`config.mk`:
```
export PLATFORM = sky130hd
export DESIGN_NAME = dlic_top
export DESIGN_NICKNAME = d
export VERILOG_FILES = /design/src/rtl/dlic_pkg.sv /design/src/rtl/dlic_avmm_slave.sv /design/src/rtl/dlic_level.sv /design/src/rtl/dlic_top.sv
export VERILOG_INCLUDE_DIRS = /design/src /design/src/rtl
export SDC_FILE = /design/constraint.sdc
export NUM_CORES = 1
export LEC_CHECK = 0
export BUFFER_PORTS_ARGS = -buffer_cell sky130_fd_sc_hd__buf_2
export CAP_MARGIN = 20
export CORE_ASPECT_RATIO = 0.6
export CORE_MARGIN = 4
export CORE_UTILIZATION = 48
export DETAILED_ROUTE_END_ITERATION = 10
export PLACE_DENSITY = 0.85
export SETUP_SLACK_MARGIN = 0.1
export SYNTH_ARGS = -nofsm -noshare
export SYNTH_HDL_FRONTEND = slang
export SYNTH_SLANG_ARGS = --single-unit
```
`constraint.sdc`:
```
create_clock -name i_core_clk -period 2.2 [get_ports i_core_clk]
set_input_delay 0.44 -clock i_core_clk [delete_from_list [all_inputs] [get_ports i_core_clk]]
set_output_delay 0.44 -clock i_core_clk [all_outputs]
set_load 0.05 [all_outputs]
```
`src/rtl/dlic_consts.svh`:
```
// constants for the dual level interrupt controller: offsets, fields, resets
// assumes inclusion by bare name from rtl and tb files; holds definitions only
`ifndef DLIC_CONSTS_SVH
`define DLIC_CONSTS_SVH

// register byte addresses on the avalon slave
`define DLIC_ADDR_W 6
`define DLIC_OFF_NORM_RAW 6'h00
`define DLIC_OFF_NORM_MASK 6'h04
`define DLIC_OFF_NORM_CLR 6'h08
`define DLIC_OFF_NORM_PEND 6'h0C
`define DLIC_OFF_FAST_RAW 6'h10
`define DLIC_OFF_FAST_MASK 6'h14
`define DLIC_OFF_FAST_CLR 6'h18
`define DLIC_OFF_FAST_PEND 6'h1C
`define DLIC_OFF_SOFT_INTERRUPT_CONFIG 6'h20

// bit positions common to every level register
`define DLIC_BIT_SUM 0
`define DLIC_BIT_SWI 1
`define DLIC_SRC_LO 2
`define DLIC_SRC_HI 11
`define DLIC_NUM_SRC 10

// maskable source bits; sum, software and reserved bits ignore mask writes
`define DLIC_SRC_MASK 32'h00000FFC

// soft interrupt config fields
`define DLIC_SOFT_INTERRUPT_CONFIG_NORM 1
`define DLIC_SOFT_INTERRUPT_CONFIG_FAST 2
`define DLIC_SOFT_INTERRUPT_CONFIG_MASK 32'h00000006

// reset values
`define DLIC_MASK_RST 32'h00000000
`define DLIC_SOFT_INTERRUPT_CONFIG_RST 32'h00000000
`define DLIC_WORD_ZERO 32'h00000000

`endif

```
`src/rtl/dlic_pkg.sv`:
```
// types for the dual level interrupt controller
// assumes nothing of its surroundings; constants live in dlic_consts.svh
package dlic_pkg;

    // avalon slave handshake states
    typedef enum logic {
        dlic_bus_idle,
        dlic_bus_ack
    } dlic_bus_state_t;

    typedef logic [31:0] dlic_word_t;

endpackage

```
`src/rtl/dlic_avmm_slave.sv`:
```
// avalon-mm waitrequest handshake for the interrupt controller registers
// assumes a master that holds read or write until waitrequest is seen low
`timescale 1ns/100ps
`default_nettype none

module dlic_avmm_slave (
    // clock and reset
    input wire logic i_core_clk,
    input wire logic i_sys_rst,
    // request from the master
    input wire logic i_read,
    input wire logic i_write,
    // handshake back
    output logic o_waitrequest,
    output logic o_capture,
    output logic o_accept
);

    dlic_pkg::dlic_bus_state_t state;
    dlic_pkg::dlic_bus_state_t next_state;
    logic req;

    assign req = i_read | i_write;

    // one wait cycle gives read data a full cycle to settle in its flop
    always_comb begin
        next_state = state;
        case (state)
            dlic_pkg::dlic_bus_idle: begin
                if (req) begin
                    next_state = dlic_pkg::dlic_bus_ack;
                end
            end
            dlic_pkg::dlic_bus_ack: begin
                next_state = dlic_pkg::dlic_bus_idle;
            end
            default: begin
                next_state = dlic_pkg::dlic_bus_idle;
            end
        endcase
    end

    // state register
    always_ff @(posedge i_core_clk or posedge i_sys_rst) begin
        if (i_sys_rst) begin
            state <= dlic_pkg::dlic_bus_idle;
        end else begin
            state <= next_state;
        end
    end

    // handshake outputs are combinational
    assign o_waitrequest = req & (state != dlic_pkg::dlic_bus_ack);
    assign o_capture = i_read & (state == dlic_pkg::dlic_bus_idle);
    assign o_accept = req & (state == dlic_pkg::dlic_bus_ack);

endmodule

`default_nettype wire

```
`src/rtl/dlic_level.sv`:
```
// one interrupt level: raw sources, enable mask and pending status
// assumes set and clear words are already filtered by byte enables
`timescale 1ns/100ps
`default_nettype none
`include "dlic_consts.svh"

module dlic_level (
    // clock and reset
    input wire logic i_core_clk,
    input wire logic i_sys_rst,
    // sources
    input wire logic [`DLIC_NUM_SRC-1:0] i_src,
    input wire logic i_swi,
    input wire logic i_sum_raw,
    input wire logic i_sum_pend,
    // mask updates
    input wire logic [31:0] i_set,
    input wire logic [31:0] i_clr,
    // state
    output logic [31:0] o_raw,
    output logic [31:0] o_mask,
    output logic [31:0] o_pending,
    output logic o_any_hi
);

    // set wins over clear; only source bits can ever be enabled
    always_ff @(posedge i_core_clk or posedge i_sys_rst) begin
        if (i_sys_rst) begin
            o_mask <= `DLIC_MASK_RST;
        end else begin
            o_mask <= ((o_mask & ~i_clr) | i_set) & `DLIC_SRC_MASK;
        end
    end

    // raw follows the sources directly, pending is raw gated by mask except the software and sum bits
    always_comb begin
        o_raw = `DLIC_WORD_ZERO;
        o_raw[`DLIC_SRC_HI:`DLIC_SRC_LO] = i_src;
        o_raw[`DLIC_BIT_SWI] = i_swi;
        o_raw[`DLIC_BIT_SUM] = i_sum_raw;
        o_pending = o_raw & o_mask;
        o_pending[`DLIC_BIT_SWI] = i_swi; // software bit is never masked
        o_pending[`DLIC_BIT_SUM] = i_sum_pend;
    end

    // summary of bits above the sum bit, free of any loop through bit 0
    assign o_any_hi = (|(o_raw[31:1] & o_mask[31:1])) | i_swi;

endmodule

`default_nettype wire

```
`src/rtl/dlic_top.sv`:
```
// dual level interrupt controller: normal and fast request lines
// assumes level sources synchronous to i_core_clk, held until cleared
// Notes on behaviour
// [RQ1] ten maskable sources, each to normal or fast
// [RQ2] same bit layout in every level register
// [RQ3] normal request is OR of normal pending
// [RQ4] raw bits read-only, follow peripheral source level
// [RQ5] mask write of one enables, zero ignored
// [RQ6] clear register write-only, ones clear mask bits
// [RQ7] pending equals raw AND mask, read-only
// [RQ8] no priority, no vectors; software selects source
// [RQ9] fast level has identical four registers
// [RQ10] fast request ORs fast pending 31..1
// [RQ11] enabling at one level disables the other
// [RQ12] source may be disabled at both levels
// [RQ13] software interrupt bit is never maskable
// [RQ14] config bits drive software interrupt raw bits
// [RQ15] handler should capture pending status first
// [RQ16] source must hold level long enough
// [RQ17] requests ignore processor interrupt disable bits
// [RQ18] masks and config are zero after reset
`timescale 1ns/100ps
`default_nettype none
`include "dlic_consts.svh"

module dlic_top (
    // clock and reset
    input wire logic i_core_clk,
    input wire logic i_sys_rst,
    // avalon-mm slave
    input wire logic [`DLIC_ADDR_W-1:0] i_avs_address,
    input wire logic i_avs_read,
    input wire logic i_avs_write,
    input wire logic [31:0] i_avs_writedata,
    input wire logic [3:0] i_avs_byteenable,
    output logic [31:0] o_avs_readdata,
    output logic o_avs_waitrequest,
    // peripheral interrupt levels, bit 0 is timer0
    input wire logic [`DLIC_NUM_SRC-1:0] i_src,
    // requests to the processor core
    output logic o_irq,
    output logic o_fiq
);

    logic capture;
    logic accept;
    logic wr_acc;
    dlic_pkg::dlic_word_t wdata;
    dlic_pkg::dlic_word_t n_raw;
    dlic_pkg::dlic_word_t n_mask;
    dlic_pkg::dlic_word_t n_pend;
    dlic_pkg::dlic_word_t f_raw;
    dlic_pkg::dlic_word_t f_mask;
    dlic_pkg::dlic_word_t f_pend;
    dlic_pkg::dlic_word_t n_set;
    dlic_pkg::dlic_word_t n_clr;
    dlic_pkg::dlic_word_t f_set;
    dlic_pkg::dlic_word_t f_clr;
    dlic_pkg::dlic_word_t soft_interrupt_config;
    dlic_pkg::dlic_word_t next_rdata;
    logic n_any_hi;
    logic f_any_hi;
    logic fast_or;
    logic wr_n_mask;
    logic wr_n_clr;
    logic wr_f_mask;
    logic wr_f_clr;
    logic wr_soft_interrupt_config;

    // bus handshake: one wait cycle for every access
    dlic_avmm_slave u_slave (
        .i_core_clk(i_core_clk),
        .i_sys_rst(i_sys_rst),
        .i_read(i_avs_read),
        .i_write(i_avs_write),
        .o_waitrequest(o_avs_waitrequest),
        .o_capture(capture),
        .o_accept(accept)
    );

    // lanes with byteenable low write zero, which the mask and clear registers ignore but the config register stores
    assign wdata = i_avs_writedata & {{8{i_avs_byteenable[3]}}, {8{i_avs_byteenable[2]}},
        {8{i_avs_byteenable[1]}}, {8{i_avs_byteenable[0]}}};
    assign wr_acc = accept & i_avs_write;

    // address decode; writes land only at the edge where waitrequest is low
    assign wr_n_mask = wr_acc & (i_avs_address == `DLIC_OFF_NORM_MASK);
    assign wr_n_clr = wr_acc & (i_avs_address == `DLIC_OFF_NORM_CLR);
    assign wr_f_mask = wr_acc & (i_avs_address == `DLIC_OFF_FAST_MASK);
    assign wr_f_clr = wr_acc & (i_avs_address == `DLIC_OFF_FAST_CLR);
    assign wr_soft_interrupt_config = wr_acc & (i_avs_address == `DLIC_OFF_SOFT_INTERRUPT_CONFIG);

    // ones set, zeros do nothing [RQ5]
    assign n_set = wr_n_mask ? (wdata & `DLIC_SRC_MASK) : `DLIC_WORD_ZERO;
    assign f_set = wr_f_mask ? (wdata & `DLIC_SRC_MASK) : `DLIC_WORD_ZERO;
    // a set at one level is a clear at the other [RQ11]
    assign n_clr = (wr_n_clr ? wdata : `DLIC_WORD_ZERO) | f_set; // [RQ6] [RQ12]
    assign f_clr = (wr_f_clr ? wdata : `DLIC_WORD_ZERO) | n_set; // [RQ6] [RQ12]

    // software interrupt config, only bits 2 and 1 are stored [RQ14] [RQ18]
    always_ff @(posedge i_core_clk or posedge i_sys_rst) begin
        if (i_sys_rst) begin
            soft_interrupt_config <= `DLIC_SOFT_INTERRUPT_CONFIG_RST;
        end else if (wr_soft_interrupt_config) begin
            soft_interrupt_config <= wdata & `DLIC_SOFT_INTERRUPT_CONFIG_MASK;
        end
    end

    // normal level; its sum bit shows the fast summary but never pends [RQ1] [RQ4]
    dlic_level u_normal (
        .i_core_clk(i_core_clk),
        .i_sys_rst(i_sys_rst),
        .i_src(i_src),
        .i_swi(soft_interrupt_config[`DLIC_SOFT_INTERRUPT_CONFIG_NORM]),
        .i_sum_raw(fast_or),
        .i_sum_pend(1'b0),
        .i_set(n_set),
        .i_clr(n_clr),
        .o_raw(n_raw),
        .o_mask(n_mask),
        .o_pending(n_pend),
        .o_any_hi(n_any_hi)
    );

    // fast level, same structure [RQ9] [RQ13]
    dlic_level u_fast (
        .i_core_clk(i_core_clk),
        .i_sys_rst(i_sys_rst),
        .i_src(i_src),
        .i_swi(soft_interrupt_config[`DLIC_SOFT_INTERRUPT_CONFIG_FAST]),
        .i_sum_raw(fast_or),
        .i_sum_pend(fast_or),
        .i_set(f_set),
        .i_clr(f_clr),
        .o_raw(f_raw),
        .o_mask(f_mask),
        .o_pending(f_pend),
        .o_any_hi(f_any_hi)
    );

    // request lines are plain ORs: no priority and no vector [RQ8]
    // no processor-side disable bits reach here, so requests always go out [RQ17]
    assign fast_or = f_any_hi; // [RQ10]
    assign o_fiq = fast_or; // [RQ10]
    assign o_irq = |n_pend; // [RQ3]

    // read mux; clear registers are write-only and read as zero [RQ2] [RQ7]
    always_comb begin
        case (i_avs_address)
            `DLIC_OFF_NORM_RAW: next_rdata = n_raw;
            `DLIC_OFF_NORM_MASK: next_rdata = n_mask;
            `DLIC_OFF_NORM_PEND: next_rdata = n_pend;
            `DLIC_OFF_FAST_RAW: next_rdata = f_raw;
            `DLIC_OFF_FAST_MASK: next_rdata = f_mask;
            `DLIC_OFF_FAST_PEND: next_rdata = f_pend;
            `DLIC_OFF_SOFT_INTERRUPT_CONFIG: next_rdata = soft_interrupt_config;
            default: next_rdata = `DLIC_WORD_ZERO;
        endcase
    end

    // read data snapshots at the first edge, so a level that drops later
    // is still reported; software sees status one cycle old
    always_ff @(posedge i_core_clk or posedge i_sys_rst) begin
        if (i_sys_rst) begin
            o_avs_readdata <= `DLIC_WORD_ZERO;
        end else if (capture) begin
            o_avs_readdata <= next_rdata;
        end
    end

    // checks on the controller's own outputs and state

    dlic_pkg::dlic_word_t past_wdata;
    logic past_n_mask;
    logic past_n_clr;
    logic past_f_mask;
    logic past_soft_interrupt_config;

    // helper copies of the previous cycle's write data and accepted write decodes
    always_ff @(posedge i_core_clk or posedge i_sys_rst) begin
        if (i_sys_rst) begin
            past_wdata <= `DLIC_WORD_ZERO;
            past_n_mask <= 1'b0;
            past_n_clr <= 1'b0;
            past_f_mask <= 1'b0;
            past_soft_interrupt_config <= 1'b0;
        end else begin
            past_wdata <= wdata;
            past_n_mask <= wr_n_mask;
            past_n_clr <= wr_n_clr;
            past_f_mask <= wr_f_mask;
            past_soft_interrupt_config <= wr_soft_interrupt_config;
        end
    end

    a_irq_or_all: assert property (@(posedge i_core_clk) disable iff (i_sys_rst) // [RQ3]
        o_irq == (|(n_raw & n_mask) | soft_interrupt_config[`DLIC_SOFT_INTERRUPT_CONFIG_NORM]))
    else $error("normal request differs from OR of enabled raw bits");

    a_fiq_summary: assert property (@(posedge i_core_clk) disable iff (i_sys_rst) // [RQ10]
        o_fiq == (|f_pend[31:1]) && f_pend[`DLIC_BIT_SUM] == o_fiq && n_raw[`DLIC_BIT_SUM] == o_fiq)
    else $error("fast summary bit or line wrong");

    a_raw_follow: assert property (@(posedge i_core_clk) disable iff (i_sys_rst) // [RQ4]
        n_raw[`DLIC_SRC_HI:`DLIC_SRC_LO] == i_src && f_raw[`DLIC_SRC_HI:`DLIC_SRC_LO] == i_src
        && n_raw[31:`DLIC_SRC_HI+1] == '0)
    else $error("raw bits do not follow the sources");

    a_mask_set_one: assert property (@(posedge i_core_clk) disable iff (i_sys_rst) // [RQ5]
        past_n_mask |-> ((n_mask & past_wdata & `DLIC_SRC_MASK) == (past_wdata & `DLIC_SRC_MASK))
        && ((n_mask & ~$past(n_mask)) == (past_wdata & `DLIC_SRC_MASK & ~$past(n_mask))))
    else $error("mask write did not set exactly the written ones");

    a_mask_no_clear: assert property (@(posedge i_core_clk) disable iff (i_sys_rst) // [RQ5]
        wr_n_mask |=> (($past(n_mask) & ~n_mask) == '0))
    else $error("mask write cleared an enable bit");

    a_clear_ones: assert property (@(posedge i_core_clk) disable iff (i_sys_rst) // [RQ6]
        past_n_clr |-> ((n_mask & past_wdata) == '0)
        && (n_mask == ($past(n_mask) & ~past_wdata)))
    else $error("clear write did not clear exactly the written ones");

    a_pending_and: assert property (@(posedge i_core_clk) disable iff (i_sys_rst) // [RQ7]
        n_pend[31:`DLIC_SRC_LO] == (n_raw[31:`DLIC_SRC_LO] & n_mask[31:`DLIC_SRC_LO])
        && f_pend[31:`DLIC_SRC_LO] == (f_raw[31:`DLIC_SRC_LO] & f_mask[31:`DLIC_SRC_LO]))
    else $error("pending is not raw and mask");

    a_level_exclusive: assert property (@(posedge i_core_clk) disable iff (i_sys_rst) // [RQ11]
        past_f_mask |-> ((n_mask & past_wdata & `DLIC_SRC_MASK) == '0) && ((n_mask & f_mask) == '0))
    else $error("source enabled at both levels");

    a_swi_unmasked: assert property (@(posedge i_core_clk) disable iff (i_sys_rst) // [RQ13]
        n_mask[`DLIC_BIT_SWI] == 1'b0 && f_mask[`DLIC_BIT_SWI] == 1'b0
        && n_pend[`DLIC_BIT_SWI] == n_raw[`DLIC_BIT_SWI])
    else $error("software bit masked");

    a_swi_config: assert property (@(posedge i_core_clk) disable iff (i_sys_rst) // [RQ14]
        past_soft_interrupt_config |-> n_raw[`DLIC_BIT_SWI] == past_wdata[`DLIC_SOFT_INTERRUPT_CONFIG_NORM]
        && f_raw[`DLIC_BIT_SWI] == past_wdata[`DLIC_SOFT_INTERRUPT_CONFIG_FAST])
    else $error("config write did not reach software bit");

    a_reset_clear: assert property (@(posedge i_core_clk) // [RQ18]
        $fell(i_sys_rst) |-> n_mask == '0 && f_mask == '0 && soft_interrupt_config == '0 && !o_irq)
    else $error("state not zero after reset");

    a_wait_bound: assert property (@(posedge i_core_clk) disable iff (i_sys_rst)
        (i_avs_read || i_avs_write) && o_avs_waitrequest |=> !o_avs_waitrequest)
    else $error("waitrequest held for more than one cycle");

    c_irq_rise: cover property (@(posedge i_core_clk) disable iff (i_sys_rst) $rose(o_irq));
    c_fiq_rise: cover property (@(posedge i_core_clk) disable iff (i_sys_rst) $rose(o_fiq));
    c_level_move: cover property (@(posedge i_core_clk) disable iff (i_sys_rst)
        wr_f_mask && ((wdata & n_mask) != '0));
    c_swi_fast: cover property (@(posedge i_core_clk) disable iff (i_sys_rst)
        $rose(soft_interrupt_config[`DLIC_SOFT_INTERRUPT_CONFIG_FAST]));

endmodule

`default_nettype wire

```
Word level (Yosys, flattened, before mapping) --
Index checks and enable logic that the tools add are counted. W data, S select, Z words.
Storage, ports and cells: output and inout bits 35, flip-flop bits (word level) 55, word-level logic and storage cells 47, bits of input ports 56
Operators by class: equality and inequality tests 8, bitwise logic cells 24, reductions and logical operators 3, multiplexer cells 7
Operators by type and width (count):
- $pmux W32 S7 | 1
- $reduce_or A31 Y1 | 2
- $and A12 B12 Y12 | 5
- $mux W12 | 4
- $or A12 B12 Y12 | 4
- $eq A6 B5 Y1 const B | 4
- $not A12 Y12 | 2
- $eq A6 B4 Y1 const B | 2
- $and A11 B11 Y11 | 1
- $and A1 B1 Y1 | 9
- $eq A6 B3 Y1 const B | 1
- $eq A6 B6 Y1 const B | 1
- $logic_not A6 Y1 | 1
- $or A1 B1 Y1 | 2
- $pmux W1 S2 | 1
- $mux W1 | 1
- $not A1 Y1 | 1

Logic depth before layout (Yosys ltp) --
Gate-level depths: netlist of run 1.
word-level depth 9, gate-level depth with buffers 7

Modules after synthesis --
Synthesis of run 1 repeated with hierarchy kept, for this count alone.
Second synthesis, totals: cells, all modules 779, area, all modules 5819.3 µm²
By module, submodules not included:
- dlic_top | instances 1, cells each 528, area each 3687.3 µm²
- dlic_level | instances 2, cells each 123, area each 1038.5 µm²
- dlic_avmm_slave | instances 1, cells each 5, area each 55.1 µm²

Worst setup path after synthesis of run 1 --
OpenSTA, ideal clock, no wires.
path kind input-to-reg, start input i_avs_address[1], end register o_avs_readdata[6], path slack 398 ps, library setup time 66 ps, data required time 2134 ps, cell stages on the path 5, arrival 1736 ps, cell sequence or2_1 buf_6 or4_4 o41ai_1 a31o_1
Between the ends: longest elaborated chain between the ends 2, elaborated cells on any way between the ends 8
Ends and longest elaborated chain:
- start: declaration | RTL line dlic_top.sv:31 | input wire logic [`DLIC_ADDR_W-1:0] i_avs_address,
- $eq A6 B6 Y1 (tied with other cells) | RTL line dlic_top.sv:149 | case (i_avs_address)
- $pmux W32 S7 * | RTL line dlic_top.sv:149
- end signal: assignment | RTL line dlic_top.sv:165 | o_avs_readdata <= `DLIC_WORD_ZERO;
- end signal: assignment | RTL line dlic_top.sv:167 | o_avs_readdata <= next_rdata;
- end: declaration | RTL line dlic_top.sv:36 | output logic [31:0] o_avs_readdata,
Mark *: on every way between the ends. The rest lies on a longest branch, timed or not. A chain may end at the register's enable or synchronous reset.

Final worst setup path of run 1 --
start register u_fast.o_mask[6], end output o_fiq
Between the ends: longest elaborated chain between the ends 3
Ends and longest elaborated chain:
- start: declaration | RTL line dlic_level.sv:21 | output logic [31:0] o_mask,
- start signal: assignment | RTL line dlic_level.sv:29 | o_mask <= `DLIC_MASK_RST;
- start signal: assignment | RTL line dlic_level.sv:31 | o_mask <= ((o_mask & ~i_clr) | i_set) & `DLIC_SRC_MASK;
- $and A11 B11 Y11 | RTL line dlic_level.sv:47 | assign o_any_hi = (|(o_raw[31:1] & o_mask[31:1])) | i_swi;
- $reduce_or A31 Y1 | RTL line dlic_level.sv:47
- $or A1 B1 Y1 | RTL line dlic_level.sv:47
- end: declaration | RTL line dlic_top.sv:42 | output logic o_fiq
Every way passes these cells.

==> flow_metrics.py, run 1 <==
metrics = {
    "timing": {
        "finalSetupTns_ns": 0,
        "whs_ns": 0.2223,
        "clock_skew_ns": 0.007413,
        "rsz0062_at_grt": "true",
        "setup_viol": 0,
        "relSlewSlack": 0.4883,
        "slew_violations": 0,
        "tightest_slew_ns": 0.7647,
        "period_needed_ns": 2.062,
        "finalHoldViolCount": 0,
        "max_freq_ghz": 0.4850,
        "finalWorstSetupSlack_ns": 0.1383,
        "period_share": 0.9371,
    },
    "cells_and_area": {
        "diodes": 0,
        "mostFrequentLayoutCell": "buf_2",
        "fillers": 405,
        "nNetsFinal": 368,
        "multi_input_area_sq_um": 1189,
        "area_growth_pct": 19.02,
        "seqCellArea_sq_um": 875.8,
        "drive_gt1_frac": 0.2492,
        "layout_common_cells": "45 x buf_2, 44 x o21ai_0, 37 x nand2_1",
    },
    "routing": {
        "drt_iter0_drc": 318,
        "dr.pass1.iters": 4,
        "routed_wl_um": 6375,
        "ant_nets": 0,
        "wl_per_cell_um": 17.09,
        "route.detailed.drc": 0,
        "avgViaCountPerCell": 5.936,
        "vias": 2214,
    },
    "clocking": {
        "root_buffer": "clkbuf_8",
        "htree_levels": 2,
        "clockBufferDepth": 2,
        "worst_skew_pair.late_latency_ns": 0.30,
        "ctsHoldBuffers": 0,
        "cts_buffers": 5,
        "cts_tree": "done",
        "cts_sinks": 35,
        "clk_pin_slew_ns": 0.09,
        "cts_setup_buffers": 0,
    },
    "global_routing": {
        "antenna_found_initial": 0,
        "grt_max_degree": 36,
        "grt_pass1_vias": 1858,
        "globalRouteOverflowTotal": 0,
        "grtUsageTotal": 0.2243,
        "grt_pass1_wl_um": 9777,
    },
    "worst_setup_path": {
        "max_stage_delay_ns": 0.43,
        "required_ns": 1.76,
        "rr_startpoint": "u_slave.state$_DFF_PP0_",
        "cp-start-kind": "register",
        "critPathSlowestCell": "dfrtp_1",
        "setup.worst_path.start": "u_fast.o_mask[6]$_DFF_PP0_",
        "cp.arrival_ns": 1.62,
        "crit_fanout": 4,
        "crit_family": "simple AND/OR/NAND/NOR gates",
        "worst-path-buf-inv": 1,
        "path_class": "reg2out",
        "cp-end-kind": "primary output",
        "path_cells": "a22oi_1 -> nand4_1 -> or2_2 -> clkbuf_4",
    },
    "power_and_ir_drop": {
        "vdd_drop_max_uv": 359.7,
        "p_leak_nw": 1.259,
        "powerDensity_nw_per_um2": 627.6,
    },
    "floorplan": {
        "rows": 18,
        "io_pins": 91,
        "die_w_um": 95.74,
        "dieArea_sq_um": 5806,
        "die_h_um": 60.65,
        "start_util": 0.5181,
        "core-area_sq_um": 4279,
    },
    "status": {
        "status": "complete, no violations",
    },
    "flow_run": {
        "cap_violations": 0,
    },
    "placed_design": {
        "port_buffers": 47,
        "gp_congestion": 0.9444,
        "dp_slack_ns": 0.1829,
        "dpl.hpwl_um": 4848,
    },
    "yosys": {
        "yosysSeqAreaShare": 0.3950,
        "yosys_warnings": 0,
        "synthTopCellsByArea": "dfrtp_1 40%, o21ai_0 9.9%, buf_4 6.8%, nand2_1 6.3%, mux2i_1 2.3%",
        "avgSynthCellArea_sq_um": 8.627,
        "yosys.area.top_type": "dfrtp_1",
        "yosys.area.top_type_share": 0.3950,
        "synthDistinctLibCells": 53,
        "syn_area_sq_um": 2217,
        "netlist_instances": 257,
        "synth-main-ff-cell": "dfrtp_1",
        "synth_edf_count": 0,
        "synth-seq-cells": 35,
        "ys_async_sr_fraction": 1.000,
    },
    "worst_hold_path": {
        "holdCritPathClass": "in2async",
    },
}
## cell usage after synthesis, types with 3 or more instances
cell type	n
inv_1	6
buf_4	20
a21oi_1	9
o31ai_1	5
nor3_1	4
and3b_1	3
nand4_1	3
o2111ai_1	4
clkbuf_1	11
nand2b_1	8
nand2_1	37
nand3_1	3
nor2_1	4
dfrtp_1	35
mux2i_1	5
a22oi_1	5
o21ai_0	44
o211ai_1	6
## tightest hold or removal path: cells and delay by family
family                 cells  cell delay [ns]
buffers and inverters      3             0.51
## routing by layer
metal | global-route usage | part of all wire
met1 | 0.3488 | 0.46
met2 | 0.3172 | 0.42
met3 | 0.05204 | 0.11
met4 | 0.04453 | 0.0089
met5 | 0 | 0
## kinds of logic after synthesis
logic type | share of synthesized area
AO/OA/AOI/OAI | 0.2703
buffers and inverters | 0.1055
other | 0.001691
multiplexers | 0.02765
AND/OR/NAND/NOR | 0.1998
flip-flops | 0.3950
## sequential cells by signal, summed over array words and instances (netlist names)
name and count:
o_avs_readdata 12, u_slave.state 1, u_normal.o_mask 10, u_fast.o_mask 10, soft_interrupt_config 2
## power by group
part | switching [mW] | internal, mW
registers | 0.0284 | 0.670
clock network | 0.280 | 0.344
logic | 0.244 | 0.0906
total | 0.552 | 1.10
## through the flow
| stage | instances | power [mW] | util | cell area (sq um) |
|---|---|---|---|---|
| 2_1_floorplan | 276 | 0.9584 | - | 2288 |
| 3_3_place_gp | 365 | 1.026 | 0.5860 | 2507 |
| 3_5_place_dp | 365 | 1.034 | 0.5860 | 2507 |
| 4_1_cts | 373 | 1.647 | 0.6132 | 2624 |
| 5_1_grt | 373 | 1.710 | 0.6167 | 2639 |
| 6_report | 373 | 1.656 | 0.6167 | 2639 |
## final cells by class
class,instances,share of cell area
Clock inverter,3,0.01802
Timing Repair Buffer,63,0.1366
Inverter,6,0.008535
Clock buffer,5,0.02608
Tap cell,60,0.02845
Multi-Input combinational cell,201,0.4505
Sequential cell,35,0.3319
## final timing paths
check	endpoint	slack (ns)	cells after the start
worst max-delay path	o_fiq	0.14	4
worst min-delay path	u_fast.o_mask[7]$_DFF_PP0_	0.22	3
worst max register to register	o_avs_readdata[6]$_DFFE_PP0P_	0.47	4
worst min register to register	u_slave.state$_DFF_PP0_	0.47	1
max in group asynchronous	u_normal.o_mask[8]$_DFF_PP0_	1.67	3
min in group i_core_clk	o_avs_readdata[8]$_DFFE_PP0P_	0.41	2
## what timing repair did
| action | in CTS | in global routing |
|---|---|---|
| endpoints found under the setup margin | 0 | 2 |
| endpoints found under the hold margin | 0 | 0 |
| gates resized for setup | 0 | 5 |
Power figures use the tool's default switching activity.
==> run 2: changes to the inputs <==
--- a/config.mk
+++ b/config.mk
@@ -12,6 +12,7 @@
 export CORE_MARGIN = 4
 export CORE_UTILIZATION = 48
 export DETAILED_ROUTE_END_ITERATION = 10
+export MAX_ROUTING_LAYER = met4
 export PLACE_DENSITY = 0.85
 export SETUP_SLACK_MARGIN = 0.1
 export SYNTH_ARGS = -nofsm -noshare
==> run 2 against run 1 <==
Clock skew fell by 0.00054 ns. Critical path depth up 1. Worst setup slack improved by 0.021 ns. Critical path type unchanged. Via count is 1.3% lower. First-iteration DRC count grew 1.3%. Non-clock buffer count is the same. Sequential power barely moved. Clock-buffer cell count increased by 1. Register-to-register slack barely moved. Hold slack improved by 0.00098 ns. Design area down 0.90%.
==> flow_metrics.py, run 2 (synthesis gave the netlist of run 1 again) <==
metrics = {
    "cells_and_area": {
        "diodes": 0,
        "drive_gt1_frac": 0.2460,
        "largest_register": "o_avs_readdata",
        "mostFrequentLayoutCell": "buf_2",
        "reg.largest.list": "o_avs_readdata (12), u_fast.o_mask (10), u_normal.o_mask (10)",
        "fillers": 394,
        "nNetsFinal": 368,
        "layout_common_cells": "45 x buf_2, 44 x o21ai_0, 37 x nand2_1",
        "area_growth_pct": 17.95,
        "largest_reg_flops": 12,
    },
    "floorplan": {
        "core-area_sq_um": 4279,
        "io_pins": 91,
        "dieArea_sq_um": 5806,
        "rows": 18,
        "start_util": 0.5181,
        "die_h_um": 60.65,
        "die_w_um": 95.74,
    },
    "clocking": {
        "cts_sinks": 35,
        "cts_buffers": 5,
        "cts_tree": "done",
        "cts_setup_buffers": 0,
        "ctsHoldBuffers": 0,
        "root_buffer": "clkbuf_8",
        "worst_skew_pair.late_latency_ns": 0.30,
        "clk_pin_slew_ns": 0.08,
        "cts_resized": 0,
        "clockBufferDepth": 2,
        "htree_levels": 2,
    },
    "timing": {
        "clock_skew_ns": 0.006869,
        "rsz0062_at_grt": "false",
        "max_freq_ghz": 0.4901,
        "finalSetupTns_ns": 0,
        "period_share": 0.9275,
        "tightest_slew_ns": 0.8500,
        "period_needed_ns": 2.041,
        "slew_violations": 0,
        "finalHoldViolCount": 0,
        "relSlewSlack": 0.4312,
        "setup_viol": 0,
    },
    "routing": {
        "wl_met1_um": 2852,
        "dr.pass1.iters": 5,
        "drt_iter0_drc": 322,
        "routed_wl_um": 6252,
        "route.detailed.drc": 0,
        "wl_met2_um": 2601,
        "avgViaCountPerCell": 5.858,
        "vias": 2185,
        "routed.top_layer": "met4",
        "wl_per_cell_um": 16.76,
        "routed-wl-met3_um": 672,
        "ant_nets": 0,
    },
    "power_and_ir_drop": {
        "swShare": 0.3442,
        "vdd_drop_max_uv": 345.4,
        "internal_power_mw": 1.016,
        "clkPwrFrac": 0.336,
        "power.share.combinational": 0.214,
        "powerDensity_nw_per_um2": 592.4,
        "power.total_mw": 1.549,
        "power_frac_seq": 0.451,
        "p_leak_nw": 1.247,
        "p_sw_mw": 0.5333,
    },
    "global_routing": {
        "globalRouteOverflowTotal": 0,
        "grt_pass1_wl_um": 9804,
        "grt_pass1_vias": 1921,
        "antenna_found_initial": 0,
        "grt_max_degree": 36,
        "grtUsageTotal": 0.2334,
    },
    "worst_setup_path": {
        "critPathSlowestCell": "dfrtp_1",
        "r2r_slack_ns": 0.47,
        "crit_fanout": 4,
        "cp.arrival_ns": 1.60,
        "required_ns": 1.76,
        "max_stage_delay_ns": 0.44,
        "path_class": "reg2out",
        "cp_num_cells": 5,
        "path_cells": "a22oi_1 -> nand3_1 -> nor4b_1 -> nand2_1 -> buf_4",
        "r2r_end": "o_avs_readdata[6]$_DFFE_PP0P_",
        "worst-path-buf-inv": 1,
        "crit_family": "flip-flops",
        "cp-end-kind": "primary output",
        "setup.worst_path.start": "u_normal.o_mask[6]$_DFF_PP0_",
        "cp-endpoint": "o_irq",
        "cp-start-kind": "register",
        "rr_startpoint": "u_slave.state$_DFF_PP0_",
        "reg2reg_depth": 4,
    },
    "placed_design": {
        "port_buffers": 47,
        "gp_congestion": 0.9546,
        "dpl.hpwl_um": 4784,
    },
    "status": {
        "status": "complete, no violations",
    },
    "flow_run": {
        "cap_violations": 0,
    },
    "worst_hold_path": {
        "holdCritPathClass": "in2async",
    },
}
==> run 2: cell types whose count changed in the layout (fill, tap and decap cells not counted) <==
| cell | before | now |
|---|---|---|
| a22oi_1 | 3 | 5 |
| a22oi_2 | 2 | 0 |
| a21oi_1 | 9 | 8 |
| a21oi_2 | 0 | 1 |
| buf_4 | 17 | 18 |
| bufinv_16 | 1 | 0 |
| clkbuf_4 | 1 | 0 |
| clkbuf_8 | 5 | 6 |
| clkinvlp_4 | 0 | 1 |
| inv_6 | 1 | 0 |
==> run 2: cell type report <==
class / instances / area (sq um) / area share
Clock buffer: 6 / 82.58 / 0.03158
Clock inverter: 2 / 16.27 / 0.006220
Inverter: 6 / 22.52 / 0.008612
Multi-Input combinational cell: 201 / 1182 / 0.4522
Sequential cell: 35 / 875.8 / 0.3349
Tap cell: 60 / 75.07 / 0.02871
Timing Repair Buffer: 63 / 360.3 / 0.1378
==> run 2: how the worst min path moves through the flow <==
stage | from | endpoint | slack (ns) | depth (start not counted)
3_5_place_dp | u_slave.state$_DFF_PP0_ | u_slave.state$_DFF_PP0_ | 0.45 | 1
6_report | i_sys_rst | u_normal.o_mask[9]$_DFF_PP0_ | 0.22 | 3
5_1_grt | i_sys_rst | u_normal.o_mask[9]$_DFF_PP0_ | 0.27 | 3
2_1_floorplan | u_normal.o_mask[4]$_DFF_PP0_ | u_normal.o_mask[4]$_DFF_PP0_ | 0.49 | 2
4_1_cts | i_sys_rst | soft_interrupt_config[1]$_DFFE_PP0P_ | 0.24 | 3
3_3_place_gp | u_slave.state$_DFF_PP0_ | u_slave.state$_DFF_PP0_ | 0.43 | 1
==> run 2: layer usage <==
layer | up-vias | track usage
met5 | - | -
met4 | 0 | 0.06275
met3 | 20 | 0.05576
met2 | 114 | 0.3093
met1 | 1025 | 0.3504
li1 | 1026 | -
==> run 2: worst min-delay path: cells and delay by family <==
kind     cells  cell delay (ns)
buf+inv      3             0.51
==> run 2: stage by stage <==
| stage | worst slack (ns) | hold slack (ns) | util | area, sq um | instances |
|---|---|---|---|---|---|
| final | 0.1594 | 0.2233 | 0.6111 | 2615 | 373 |
| after global placement | 0.2351 | 0.4281 | 0.5860 | 2507 | 365 |
| after global routing | 0.1078 | 0.2673 | 0.6111 | 2615 | 373 |
| after CTS | 0.1487 | 0.2406 | 0.6091 | 2606 | 373 |
| after detailed placement | 0.1840 | 0.4496 | 0.5860 | 2507 | 365 |
| after floorplan | 0.3979 | 0.4894 | - | 2288 | 276 |
==> run 2: power by group through the flow <==
stage / clock network (mW) / logic (mW) / registers, mW
after detailed placement: 0 / 0.324 / 0.708
after floorplan: 0 / 0.249 / 0.710
final: 0.520 / 0.331 / 0.698
after CTS: 0.524 / 0.325 / 0.696
after global routing: 0.547 / 0.360 / 0.700
after global placement: 0 / 0.319 / 0.707
==> run 3: changes to the inputs <==
==> constraint.sdc (replaced) <==
create_clock -name i_core_clk -period 2.2 [get_ports i_core_clk]
set_input_delay 0.44 -clock i_core_clk [delete_from_list [all_inputs] [get_ports i_core_clk]]
set_output_delay 0.44 -clock i_core_clk [all_outputs]
set_load 0.005 [all_outputs]
==> run 3 against run 2 <==
Sequential cell count stayed put. Design area is 0.33% lower. Combinational power is 31% lower. Critical path depth is 1 lower.
==> flow_metrics.py, run 3 (synthesis gave the netlist of run 1 again) <==
metrics = {
    "status": {
        "status": "complete, no violations",
    },
    "cells_and_area": {
        "largest_register": "o_avs_readdata",
        "area_growth_pct": 17.55,
        "fin_util": 0.6091,
        "final_area_sq_um": 2606,
        "layout_common_cells": "47 x buf_2, 44 x o21ai_0, 37 x nand2_1",
        "diodes": 0,
        "instances_no_fill": 373,
        "mostFrequentLayoutCell": "buf_2",
        "largest_reg_flops": 12,
        "reg.largest.list": "o_avs_readdata (12), u_fast.o_mask (10), u_normal.o_mask (10)",
        "drive_gt1_frac": 0.2428,
        "nNetsFinal": 368,
    },
    "placed_design": {
        "dp.cells": 365,
        "port_buffers": 47,
        "dpl.hpwl_um": 4784,
        "gp_congestion": 0.9546,
        "dp_slack_ns": 0.1840,
        "place_area_sq_um": 2507,
    },
    "power_and_ir_drop": {
        "clkPwrFrac": 0.358,
        "p_sw_mw": 0.4281,
        "powerDensity_nw_per_um2": 552.7,
        "power.total_mw": 1.441,
        "swShare": 0.2971,
        "p_leak_nw": 1.244,
        "vdd_drop_max_uv": 338.2,
        "power.share.combinational": 0.158,
        "internal_power_mw": 1.013,
        "power_frac_seq": 0.484,
    },
    "global_routing": {
        "globalRouteOverflowTotal": 0,
        "grt_max_degree": 36,
        "grtUsageTotal": 0.2334,
        "antenna_found_initial": 0,
        "grt_pass1_wl_um": 9804,
        "grt_pass1_vias": 1921,
    },
    "worst_setup_path": {
        "path_cells": "a22oi_1 -> nand4_1 -> or2_2 -> buf_2",
        "cp-start-kind": "register",
        "crit_fanout": 4,
        "reg2reg_depth": 4,
        "path_class": "reg2out",
        "rr_startpoint": "u_slave.state$_DFF_PP0_",
        "setup.worst_path.start": "u_fast.o_mask[6]$_DFF_PP0_",
        "critPathSlowestCell": "dfrtp_1",
        "cp-end-kind": "primary output",
        "required_ns": 1.76,
        "max_stage_delay_ns": 0.43,
        "cp.arrival_ns": 1.54,
    },
    "routing": {
        "vias": 2199,
        "route.detailed.drc": 0,
        "dr.pass1.iters": 5,
        "wl_per_cell_um": 16.80,
        "avgViaCountPerCell": 5.895,
        "ant_nets": 0,
        "drt_iter0_drc": 285,
        "routed_wl_um": 6266,
    },
    "clocking": {
        "cts_setup_buffers": 0,
        "cts_sinks": 35,
        "worst_skew_pair.late_latency_ns": 0.30,
        "clk_pin_slew_ns": 0.08,
        "htree_levels": 2,
        "cts_buffers": 5,
        "cts_tree": "done",
        "cts_resized": 0,
        "ctsHoldBuffers": 0,
        "clockBufferDepth": 2,
        "root_buffer": "clkbuf_8",
    },
    "flow_run": {
        "cap_violations": 0,
    },
    "timing": {
        "whs_ns": 0.2206,
        "max_freq_ghz": 0.5062,
        "clock_skew_ns": 0.005126,
        "finalWorstSetupSlack_ns": 0.2243,
        "relSlewSlack": 0.4303,
        "period_needed_ns": 1.976,
        "slew_violations": 0,
        "finalSetupTns_ns": 0,
        "setup_viol": 0,
        "tightest_slew_ns": 0.8515,
        "rsz0062_at_grt": "false",
        "period_share": 0.8980,
        "finalHoldViolCount": 0,
    },
    "floorplan": {
        "die_h_um": 60.65,
        "core-area_sq_um": 4279,
        "rows": 18,
        "start_util": 0.5181,
        "io_pins": 91,
        "die_w_um": 95.74,
        "dieArea_sq_um": 5806,
    },
    "worst_hold_path": {
        "holdCritPathClass": "in2async",
    },
}
## run 3: worst paths after layout
kind	slack, ns	endpoint
max	0.22	o_fiq
min	0.22	u_normal.o_mask[9]$_DFF_PP0_
max reg2reg	0.46	o_avs_readdata[6]$_DFFE_PP0P_
min reg2reg	0.46	u_slave.state$_DFF_PP0_
max in group asynchronous	1.66	o_avs_readdata[6]$_DFFE_PP0P_
min in group i_core_clk	0.41	o_avs_readdata[6]$_DFFE_PP0P_
## run 3: cell type report
class                      instances  area, sq um
fill                             394         1673
clock buffer                       6        82.58
sequential                        35        875.8
clock inverter                     2        16.27
timing repair buffer              63        355.3
inverter                           6        22.52
multi-input combinational        201         1179
tap                               60        75.07
## run 3: worst max-delay path, delay by kind of cell (launching register included)
family / cells / cell delay, ns
flops: 1 / 0.43
compound gates: 1 / 0.23
simple gates: 2 / 0.46
buf+inv: 1 / 0.13
## run 3: routing by layer
layer / vias up / part of all wire / global-route usage
li1: 1021 / - / -
met1: 1034 / 0.45 / 0.3504
met2: 130 / 0.42 / 0.3093
met3: 14 / 0.11 / 0.05576
met4: 0 / 0.015 / 0.06275
met5: - / 0 / -
## run 3: power by group through the flow
| stage | clock (mW) | sequential (mW) | combinational [mW] |
|---|---|---|---|
| floorplan | 0 | 0.698 | 0.157 |
| CTS | 0.524 | 0.696 | 0.223 |
| detailed placement | 0 | 0.708 | 0.223 |
| global route | 0.547 | 0.700 | 0.255 |
| global placement | 0 | 0.707 | 0.218 |
| finish | 0.516 | 0.697 | 0.227 |
